==> config.mk <==
export PLATFORM = sky130hd
export DESIGN_NAME = serial_adc_port
export DESIGN_NICKNAME = d
export VERILOG_FILES = /design/src/core/adc_port_pkg.sv /design/src/core/pin_sync.sv /design/src/core/sample_fifo.sv /design/src/core/serial_adc_port.sv
export SDC_FILE = /design/constraint.sdc
export NUM_CORES = 1
export LEC_CHECK = 0
export BUFFER_PORTS_ARGS = -buffer_cell sky130_fd_sc_hd__clkbuf_2
export CORE_MARGIN = 5
export CORE_UTILIZATION = 50
export DETAILED_ROUTE_END_ITERATION = 12
export PLACE_DENSITY = 0.66
export SYNTH_ARGS = -nofsm -noshare
export SYNTH_HDL_FRONTEND = slang
export SYNTH_SLANG_ARGS = --single-unit
export TNS_END_PERCENT = 20
==> constraint.sdc <==
create_clock -name clock -period 3.15 [get_ports clock]
set_input_delay 0.4725 -clock clock [delete_from_list [all_inputs] [get_ports clock]]
set_output_delay 0.4725 -clock clock [all_outputs]
set_load 0.01 [all_outputs]
==> src/core/adc_port_pkg.sv <==
// shared constants and types for the serial converter port
package adc_port_pkg;

	// frame layout, counted in falling serial clock edges
	localparam int unsigned  RESULT_BITS     = 14;
	localparam int unsigned  SUB_BITS        = 2;
	localparam int unsigned  WORD_BITS       = RESULT_BITS + SUB_BITS;
	localparam logic [4:0]   LEAD_ZEROS      = 5'h08;
	localparam logic [4:0]   HOLD_EDGE       = 5'h06;
	localparam logic [4:0]   DATA_FIRST_EDGE = 5'h08;
	localparam logic [4:0]   DATA_LAST_EDGE  = 5'h17;
	localparam logic [4:0]   FRAME_EDGES     = 5'h18;

	// sample buffer
	localparam int unsigned  FIFO_DEPTH      = 32;

	// timing: system clock and the two figures checked against it
	localparam int unsigned  CLK_PERIOD_PS   = 5000;
	localparam int unsigned  ACQ_MIN_NS_X10  = 11;    // 1.1 us, in units of 100 ns
	localparam int unsigned  SCLK_MIN_PER_NS = 208;   // 4.8 MHz ceiling
	localparam int unsigned  ACQ_CYCLES_I    =
		(ACQ_MIN_NS_X10 * 100000 + CLK_PERIOD_PS - 1) / CLK_PERIOD_PS;
	localparam int unsigned  SCLK_CYCLES_I   =
		(SCLK_MIN_PER_NS * 1000 + CLK_PERIOD_PS - 1) / CLK_PERIOD_PS;
	localparam logic [8:0]   ACQ_CYCLES      = ACQ_CYCLES_I[8:0];
	localparam logic [8:0]   SCLK_MIN_CYCLES = SCLK_CYCLES_I[8:0];

	// pin reset levels: select idles high, clock idles low
	localparam logic         CS_N_RESET      = 1'b1;
	localparam logic         SCLK_RESET      = 1'b0;

	// one held sample: result code and the two trailing sub-bits
	typedef struct packed {
		logic [RESULT_BITS-1:0] code;
		logic [SUB_BITS-1:0]    sub_bits;
	} sample_t;

	// conversion sequencer states
	typedef enum logic [1:0] {
		ST_SHUTDOWN = 2'b00,
		ST_ACQUIRE  = 2'b01,
		ST_CONVERT  = 2'b10,
		ST_TRAIL    = 2'b11
	} conv_state_t;

endpackage

==> src/core/pin_sync.sv <==
// two flip-flop synchroniser for one asynchronous pin
`timescale 1ns/1ps
module pin_sync #(
	parameter logic RESET_VAL = 1'b0
) (
	// clock and reset
	input  wire logic clock,
	input  wire logic nrst,
	// pin and synchronised level
	input  wire logic pin,
	output logic      level
);

	logic meta_q;

	// first stage feeds only the second stage
	always_ff @(posedge clock or negedge nrst) begin
		if (!nrst) begin
			meta_q <= RESET_VAL;
			level  <= RESET_VAL;
		end else begin
			meta_q <= pin;
			level  <= meta_q;
		end
	end

endmodule // pin_sync

==> src/core/sample_fifo.sv <==
// flip-flop fifo with valid and ready on both sides
`timescale 1ns/1ps
module sample_fifo #(
	parameter int unsigned WIDTH = 16,
	parameter int unsigned DEPTH = 32
) (
	// clock and reset
	input  wire logic             clock,
	input  wire logic             nrst,
	// fill side
	input  wire logic             in_valid,
	input  wire logic [WIDTH-1:0] in_data,
	output logic                  in_ready,
	// drain side
	output logic                  out_valid,
	output logic [WIDTH-1:0]      out_data,
	input  wire logic             out_ready
);

	localparam int unsigned AW = $clog2(DEPTH);
	localparam int unsigned CW = $clog2(DEPTH + 1);
	localparam logic [CW-1:0] DEPTH_C = DEPTH[CW-1:0];

	logic [WIDTH-1:0] mem_q [DEPTH];
	logic [AW-1:0]    wr_ptr_q;
	logic [AW-1:0]    rd_ptr_q;
	logic [CW-1:0]    count_q;
	logic [CW-1:0]    count_d;
	wire              push = in_valid & in_ready;
	wire              pop  = out_valid & out_ready;

	assign out_data = mem_q[rd_ptr_q];

	// flags are registered from the next count so both stay honest
	always_comb begin
		count_d = count_q;
		if (push && !pop)
			count_d = count_q + 1'b1;
		else if (pop && !push)
			count_d = count_q - 1'b1;
	end

	always_ff @(posedge clock or negedge nrst) begin
		if (!nrst) begin
			wr_ptr_q  <= '0;
			rd_ptr_q  <= '0;
			count_q   <= '0;
			in_ready  <= 1'b1;
			out_valid <= 1'b0;
		end else begin
			if (push)
				wr_ptr_q <= (wr_ptr_q == AW'(DEPTH - 1)) ? '0 : wr_ptr_q + 1'b1;
			if (pop)
				rd_ptr_q <= (rd_ptr_q == AW'(DEPTH - 1)) ? '0 : rd_ptr_q + 1'b1;
			count_q   <= count_d;
			in_ready  <= (count_d != DEPTH_C);
			out_valid <= (count_d != '0);
		end
	end

	// storage has no reset; only written slots are ever read
	always_ff @(posedge clock) begin
		if (push)
			mem_q[wr_ptr_q] <= in_data;
	end

endmodule // sample_fifo

==> src/core/serial_adc_port.sv <==
// conversion sequencer and serial result port of a 14-bit converter
//
// What this block does
// - select high keeps the block in shutdown; only normal and shutdown exist.
// - select falling edge powers up and starts acquisition and conversion.
// - serial data changes only on falling serial clock edges.
// - serial data is high impedance while select is high.
// - every conversion yields a 14-bit result word.
// - frame sends eight zeros, then the result most significant bit first.
// - result is sent as plain unsigned binary.
// - sampling runs until the sixth clock falling edge, then the input is held.
// - a full frame is 24 falling edges: zeros, result, two sub-bits.
// - extra clocks after the frame shift zeros and leave the converter alone.
// - select rising early aborts the conversion at once, back to shutdown.
// - select falling edge enables the data output driving low.
`timescale 1ns/1ps
module serial_adc_port (
	// clock and reset
	input  wire logic                 clock,
	input  wire logic                 nrst,
	// serial pins, asynchronous to clock
	input  wire logic                 cs_n_pin,
	input  wire logic                 sclk_pin,
	output logic                      dout_o,
	output logic                      dout_oe,
	// digitised samples from the converter core
	input  wire logic                 sample_valid,
	input  adc_port_pkg::sample_t     sample_data,
	output logic                      sample_ready,
	// status levels and pulses
	output logic                      powered_up,
	output logic                      holding,
	output logic                      frame_done,
	output logic                      acq_short,
	output logic                      sclk_fast,
	output logic                      underrun
);

	import adc_port_pkg::*;

	// synchronised pin levels and their previous values
	logic                 cs_n_s;
	logic                 sclk_s;
	logic                 cs_n_prev_q;
	logic                 sclk_prev_q;

	// sequencer state
	conv_state_t          state_q;
	conv_state_t          state_d;
	logic [4:0]           edge_cnt_q;
	logic [WORD_BITS-1:0] shift_q;

	// timing supervision
	logic [8:0]           acq_cnt_q;
	logic [8:0]           per_cnt_q;

	// fifo drain side
	logic                 fifo_valid;
	logic [WORD_BITS-1:0] fifo_data;

	// pins cross into the clock domain before anything looks at them
	pin_sync #(
		.RESET_VAL (CS_N_RESET)
	) u_cs_sync (
		.clock (clock),
		.nrst  (nrst),
		.pin   (cs_n_pin),
		.level (cs_n_s)
	);

	pin_sync #(
		.RESET_VAL (SCLK_RESET)
	) u_sclk_sync (
		.clock (clock),
		.nrst  (nrst),
		.pin   (sclk_pin),
		.level (sclk_s)
	);

	// remember the last synchronised levels for edge detection
	always_ff @(posedge clock or negedge nrst) begin
		if (!nrst) begin
			cs_n_prev_q <= CS_N_RESET;
			sclk_prev_q <= SCLK_RESET;
		end else begin
			cs_n_prev_q <= cs_n_s;
			sclk_prev_q <= sclk_s;
		end
	end

	// edge decode; falls are ignored in shutdown so a stray clock is harmless
	wire       cs_high    = cs_n_s;
	wire       cs_fall    = cs_n_prev_q & ~cs_n_s;
	wire       active     = (state_q != ST_SHUTDOWN);
	wire       sclk_fall  = sclk_prev_q & ~sclk_s & ~cs_high & active;
	wire [4:0] fall_num   = edge_cnt_q + 5'h01;
	wire       hold_edge  = sclk_fall & (state_q == ST_ACQUIRE) & (fall_num == HOLD_EDGE);
	wire       shift_edge = sclk_fall & (fall_num >= DATA_FIRST_EDGE)
	                        & (fall_num <= DATA_LAST_EDGE);
	wire       frame_end  = sclk_fall & (state_q == ST_CONVERT) & (fall_num == FRAME_EDGES);
	wire       past_frame = sclk_fall & (fall_num > DATA_LAST_EDGE);

	// word held at the hold edge; an empty buffer yields zero and an underrun flag
	wire [WORD_BITS-1:0] held_word = fifo_valid ? fifo_data : '0;

	// buffer between the converter core and the serial port
	sample_fifo #(
		.WIDTH (WORD_BITS),
		.DEPTH (FIFO_DEPTH)
	) u_fifo (
		.clock     (clock),
		.nrst      (nrst),
		.in_valid  (sample_valid),
		.in_data   (sample_data),
		.in_ready  (sample_ready),
		.out_valid (fifo_valid),
		.out_data  (fifo_data),
		.out_ready (hold_edge)
	);

	// next state: select high beats everything, so an abort is immediate
	always_comb begin
		state_d = state_q;
		unique case (state_q)
			ST_SHUTDOWN: begin
				if (cs_fall)
					state_d = ST_ACQUIRE;
			end
			ST_ACQUIRE: begin
				if (hold_edge)
					state_d = ST_CONVERT;
			end
			ST_CONVERT: begin
				if (frame_end)
					state_d = ST_TRAIL;
			end
			ST_TRAIL: begin
				state_d = ST_TRAIL;
			end
		endcase
		if (cs_high)
			state_d = ST_SHUTDOWN;
	end

	always_ff @(posedge clock or negedge nrst) begin
		if (!nrst)
			state_q <= ST_SHUTDOWN;
		else
			state_q <= state_d;
	end

	// falling edge count within the frame; saturates so long trails cannot wrap
	always_ff @(posedge clock or negedge nrst) begin
		if (!nrst)
			edge_cnt_q <= '0;
		else if (cs_high || cs_fall)
			edge_cnt_q <= '0;
		else if (sclk_fall && edge_cnt_q != FRAME_EDGES)
			edge_cnt_q <= fall_num;
	end

	// result shift register: loaded at the hold edge, zeros shift in behind
	always_ff @(posedge clock or negedge nrst) begin
		if (!nrst)
			shift_q <= '0;
		else if (cs_high)
			shift_q <= '0;
		else if (hold_edge)
			shift_q <= held_word;
		else if (shift_edge)
			shift_q <= {shift_q[WORD_BITS-2:0], 1'b0};
	end

	// data pin: low from select fall through the leading zeros, then the word
	always_ff @(posedge clock or negedge nrst) begin
		if (!nrst) begin
			dout_o  <= 1'b0;
			dout_oe <= 1'b0;
		end else if (cs_high) begin
			dout_o  <= 1'b0;
			dout_oe <= 1'b0;
		end else if (cs_fall) begin
			dout_o  <= 1'b0;
			dout_oe <= 1'b1;
		end else if (shift_edge) begin
			dout_o  <= shift_q[WORD_BITS-1];
		end else if (past_frame) begin
			dout_o  <= 1'b0;
		end
	end

	// mode and track/hold indications follow the sequencer
	always_ff @(posedge clock or negedge nrst) begin
		if (!nrst) begin
			powered_up <= 1'b0;
			holding    <= 1'b0;
			frame_done <= 1'b0;
		end else begin
			powered_up <= (state_d != ST_SHUTDOWN);
			holding    <= (state_d == ST_CONVERT) || (state_d == ST_TRAIL);
			frame_done <= frame_end & ~cs_high;
		end
	end

	// acquisition timer: runs from select fall, checked at the hold edge
	always_ff @(posedge clock or negedge nrst) begin
		if (!nrst)
			acq_cnt_q <= '0;
		else if (state_q != ST_ACQUIRE || cs_high)
			acq_cnt_q <= '0;
		else if (acq_cnt_q != ACQ_CYCLES)
			acq_cnt_q <= acq_cnt_q + 9'h001;
	end

	// serial clock period timer between successive falling edges
	always_ff @(posedge clock or negedge nrst) begin
		if (!nrst)
			per_cnt_q <= '0;
		else if (sclk_fall || cs_fall)
			per_cnt_q <= '0;
		else if (per_cnt_q != SCLK_MIN_CYCLES)
			per_cnt_q <= per_cnt_q + 9'h001;
	end

	// sticky supervision flags, cleared by the next select fall;
	// the controller keeps the timing, the block only reports misuse
	always_ff @(posedge clock or negedge nrst) begin
		if (!nrst) begin
			acq_short <= 1'b0;
			sclk_fast <= 1'b0;
			underrun  <= 1'b0;
		end else if (cs_fall) begin
			acq_short <= 1'b0;
			sclk_fast <= 1'b0;
			underrun  <= 1'b0;
		end else begin
			// the counters lag the elapsed cycles by one, hence the minus one
			if (hold_edge && acq_cnt_q < (ACQ_CYCLES - 9'h001))
				acq_short <= 1'b1;
			if (sclk_fall && edge_cnt_q != '0 && per_cnt_q < (SCLK_MIN_CYCLES - 9'h001))
				sclk_fast <= 1'b1;
			if (hold_edge && !fifo_valid)
				underrun  <= 1'b1;
		end
	end

endmodule // serial_adc_port

==> reports/results.ini <==
[pwr]
power_per_cell_area_nw_per_um2=649
p_int_mw=13.7
leakage_nw=8.74
power.share.clock_pct=41.9
finalPower_mw=17.4
netSwitchingFraction_pct=21.5
seq_power_share_pct=52.1
ir_drop_mv=0.567
p_comb_share_pct=6.0
p_sw_mw=3.75

[worst_setup_path]
path_delay_family=compound AO/OA/AOI/OAI gates
crit_type=flip-flop to flip-flop
path_buf_inv=2
crit_path_start_kind=flip-flop
critPathSlowestCell=dfrtp_4
crit_path_max_fanout=18
cp_slowest_stage_delay_ns=0.68
path_cells=buf_12, buf_4, mux4_2, nor2b_1, a211oi_1, a21oi_1, a21oi_1, a211oi_1
timing.critical_path.arrival_ns=3.21
critPathCaptureType=flip-flop
required_ns=3.62

[sta]
slew_violations=0
fin_tns_setup_ns=0
rsz0062_at_grt=no
fmax_mhz=365
fin_ws_ns=0.413
maxSlewHeadroom_pct=27.1
fin_crit_ns=2.74
worst_slew_pin_slew_ns=1.09
hold_violations=0
final.setup_skew_ns=0.0128
finalCritPeriodShare_pct=86.9
finalSetupViolations=0

[cts]
cts_hold_buf=2
clk_latency_ns=0.61
clock_path_buffers=3
cts.htree.levels=2
cts.repair.resized=0
clock-sinks=585
clkTransAtPathRegs_ns=0.06
clockRootBuffer=clkbuf_16
cts_setup_buffers=0
cts_buffers=59
cts_tree=done

[grt]
use_met1_pct=30.0
met2_usage_pct=31.0
grt_pass1_wl_um=76100
grt_usage_pct=20.0
antenna_found_initial=0
grt-busiest-layer=met2
grt_pass1_vias=11893
overflow=0
grt_max_degree=74
met3_usage_pct=3.34

[floorplan]
initial_core_util_pct=50.6
coreArea_um2=46600
die_w_um=227
die_area_um2=51500
row_count=79
die_y_um=227
ios=30

[outcome]
status=complete, no violations

[placed_design]
gp_congestion=0.834
dp_hpwl_um=29700
io_buffers=29
dpl_worst_slack_ns=0.356

[logic_synthesis]
synth_common_cells=512 x edfxtp_1, 130 x mux4_2, 86 x nor2_1
syn_nets=1289
postSynthAreaPerCell_um2=18.8
ys_ff_latch=585
yosysMostFrequentCell=edfxtp_1
synth.yosys.seq_area_share_pct=73.1
yosys_warnings=0
synth-async-reset-ratio_pct=12.5
synthTopCellsByArea=edfxtp_1 65%, mux4_2 12%, dfrtp_1 7.3%
netlist.area_leader.share_pct=65.3
yosys.area.top_type=edfxtp_1
syn_inst=1250
synthFlopType=edfxtp_1
netlist_area_um2=23500
synth_edf_count=512
yosysUniqueCellTypes=60

[drt]
ant_nets=0
dr.pass1.iters=5
wl_per_cell_um=25.2
dr_total_vias=11943
drc=0
wl_um=50500
drt_iter0_markers=1127
avgViaCountPerCell=5.97

[min_path]
min-delay-path-class=primary input to async pin

[job]
maxCapViolCount=0

[final_layout]
drive_above_1_share_pct=25.8
synthToLayoutAreaGrowth_pct=14.0
final_nets=1385
antenna-diode-count=0

cells in the final DEF, fill, tap and decap left out, drive strengths merged, types with 25 or more instances in the layout:
cell	n
mux4	130
nor2b	32
dfrtp	69
edfxtp	512
nand2	25
a211oi	48
a21oi	54
clkbuf	106
mux2i	33
nor2	87
buf	71
metal layers:
metal  part of all wire, %  up-vias
met5                     0        -
met4                   2.1        0
met3                   6.3       78
met2                    48      375
met1                    44     6265
li1                      -     5225
registers in the layout, summed over array words and instances, names as in the netlist, 2 cells and up:
name and count:
edge_cnt_q 5, u_fifo.count_q 6, acq_cnt_q 9, state_q 2, u_fifo.wr_ptr_q 5, shift_q 16, u_fifo.rd_ptr_q 5, u_fifo.mem_q 512
per_cnt_q 9
worst paths after layout:
check	from	endpoint	slack (ns)	cells after the start
max	u_fifo.rd_ptr_q[0]$_DFFE_PN0P_	shift_q[15]$_DFFE_PN0P_	0.41	8
min	nrst	acq_cnt_q[0]$_DFFE_PN0P_	0.009	1
max reg2reg	u_fifo.rd_ptr_q[0]$_DFFE_PN0P_	shift_q[15]$_DFFE_PN0P_	0.41	8
min reg2reg	u_sclk_sync.meta_q$_DFF_PN0_	u_sclk_sync.level$_DFF_PN0_	0.35	0
max in group asynchronous	nrst	u_fifo.rd_ptr_q[1]$_DFFE_PN0P_	2.42	1
min in group clock	u_sclk_sync.meta_q$_DFF_PN0_	u_sclk_sync.level$_DFF_PN0_	0.35	0
stage by stage:
stage          cell area [um2]  std cells  hold slack (ns)  utilization [%]
2_1_floorplan            23500       1250            0.177                -
3_3_place_gp             24800       1890            0.337             53.2
3_5_place_dp             24800       1890            0.346             53.2
4_1_cts                  26800       2001           0.0199             57.6
5_1_grt                  26800       2001           0.0915             57.6
6_report                 26800       2001          0.00908             57.6
layout make-up:
type,instances,area (um2)
clock buffer,78,1640
clock inverter,31,394
fill,3415,19700
inverter,15,56.3
multi-input combinational,584,5980
sequential,585,17200
tap,607,759
timing repair buffer,101,781
power groups by stage:
stage          logic [mW]  registers, mW  clock network (mW)
2_1_floorplan       0.645           9.14                   0
3_3_place_gp         1.02           9.22                   0
3_5_place_dp         1.05           9.23                   0
4_1_cts              1.05           9.08                7.43
5_1_grt              1.15           9.12                7.74
6_report             1.04           9.08                7.29
logic make-up after synthesis:
| kind of cell | Yosys count | share of synthesized area [%] |
|---|---|---|
| buf+inv | 81 | 1.51 |
| flops | 585 | 73.1 |
| compound gates | 154 | 4.70 |
| xor+xnor | 23 | 0.888 |
| simple gates | 220 | 4.71 |
| mux | 169 | 14.1 |
| fa+ha+maj | 18 | 0.957 |
Power figures use the tool's default switching activity.
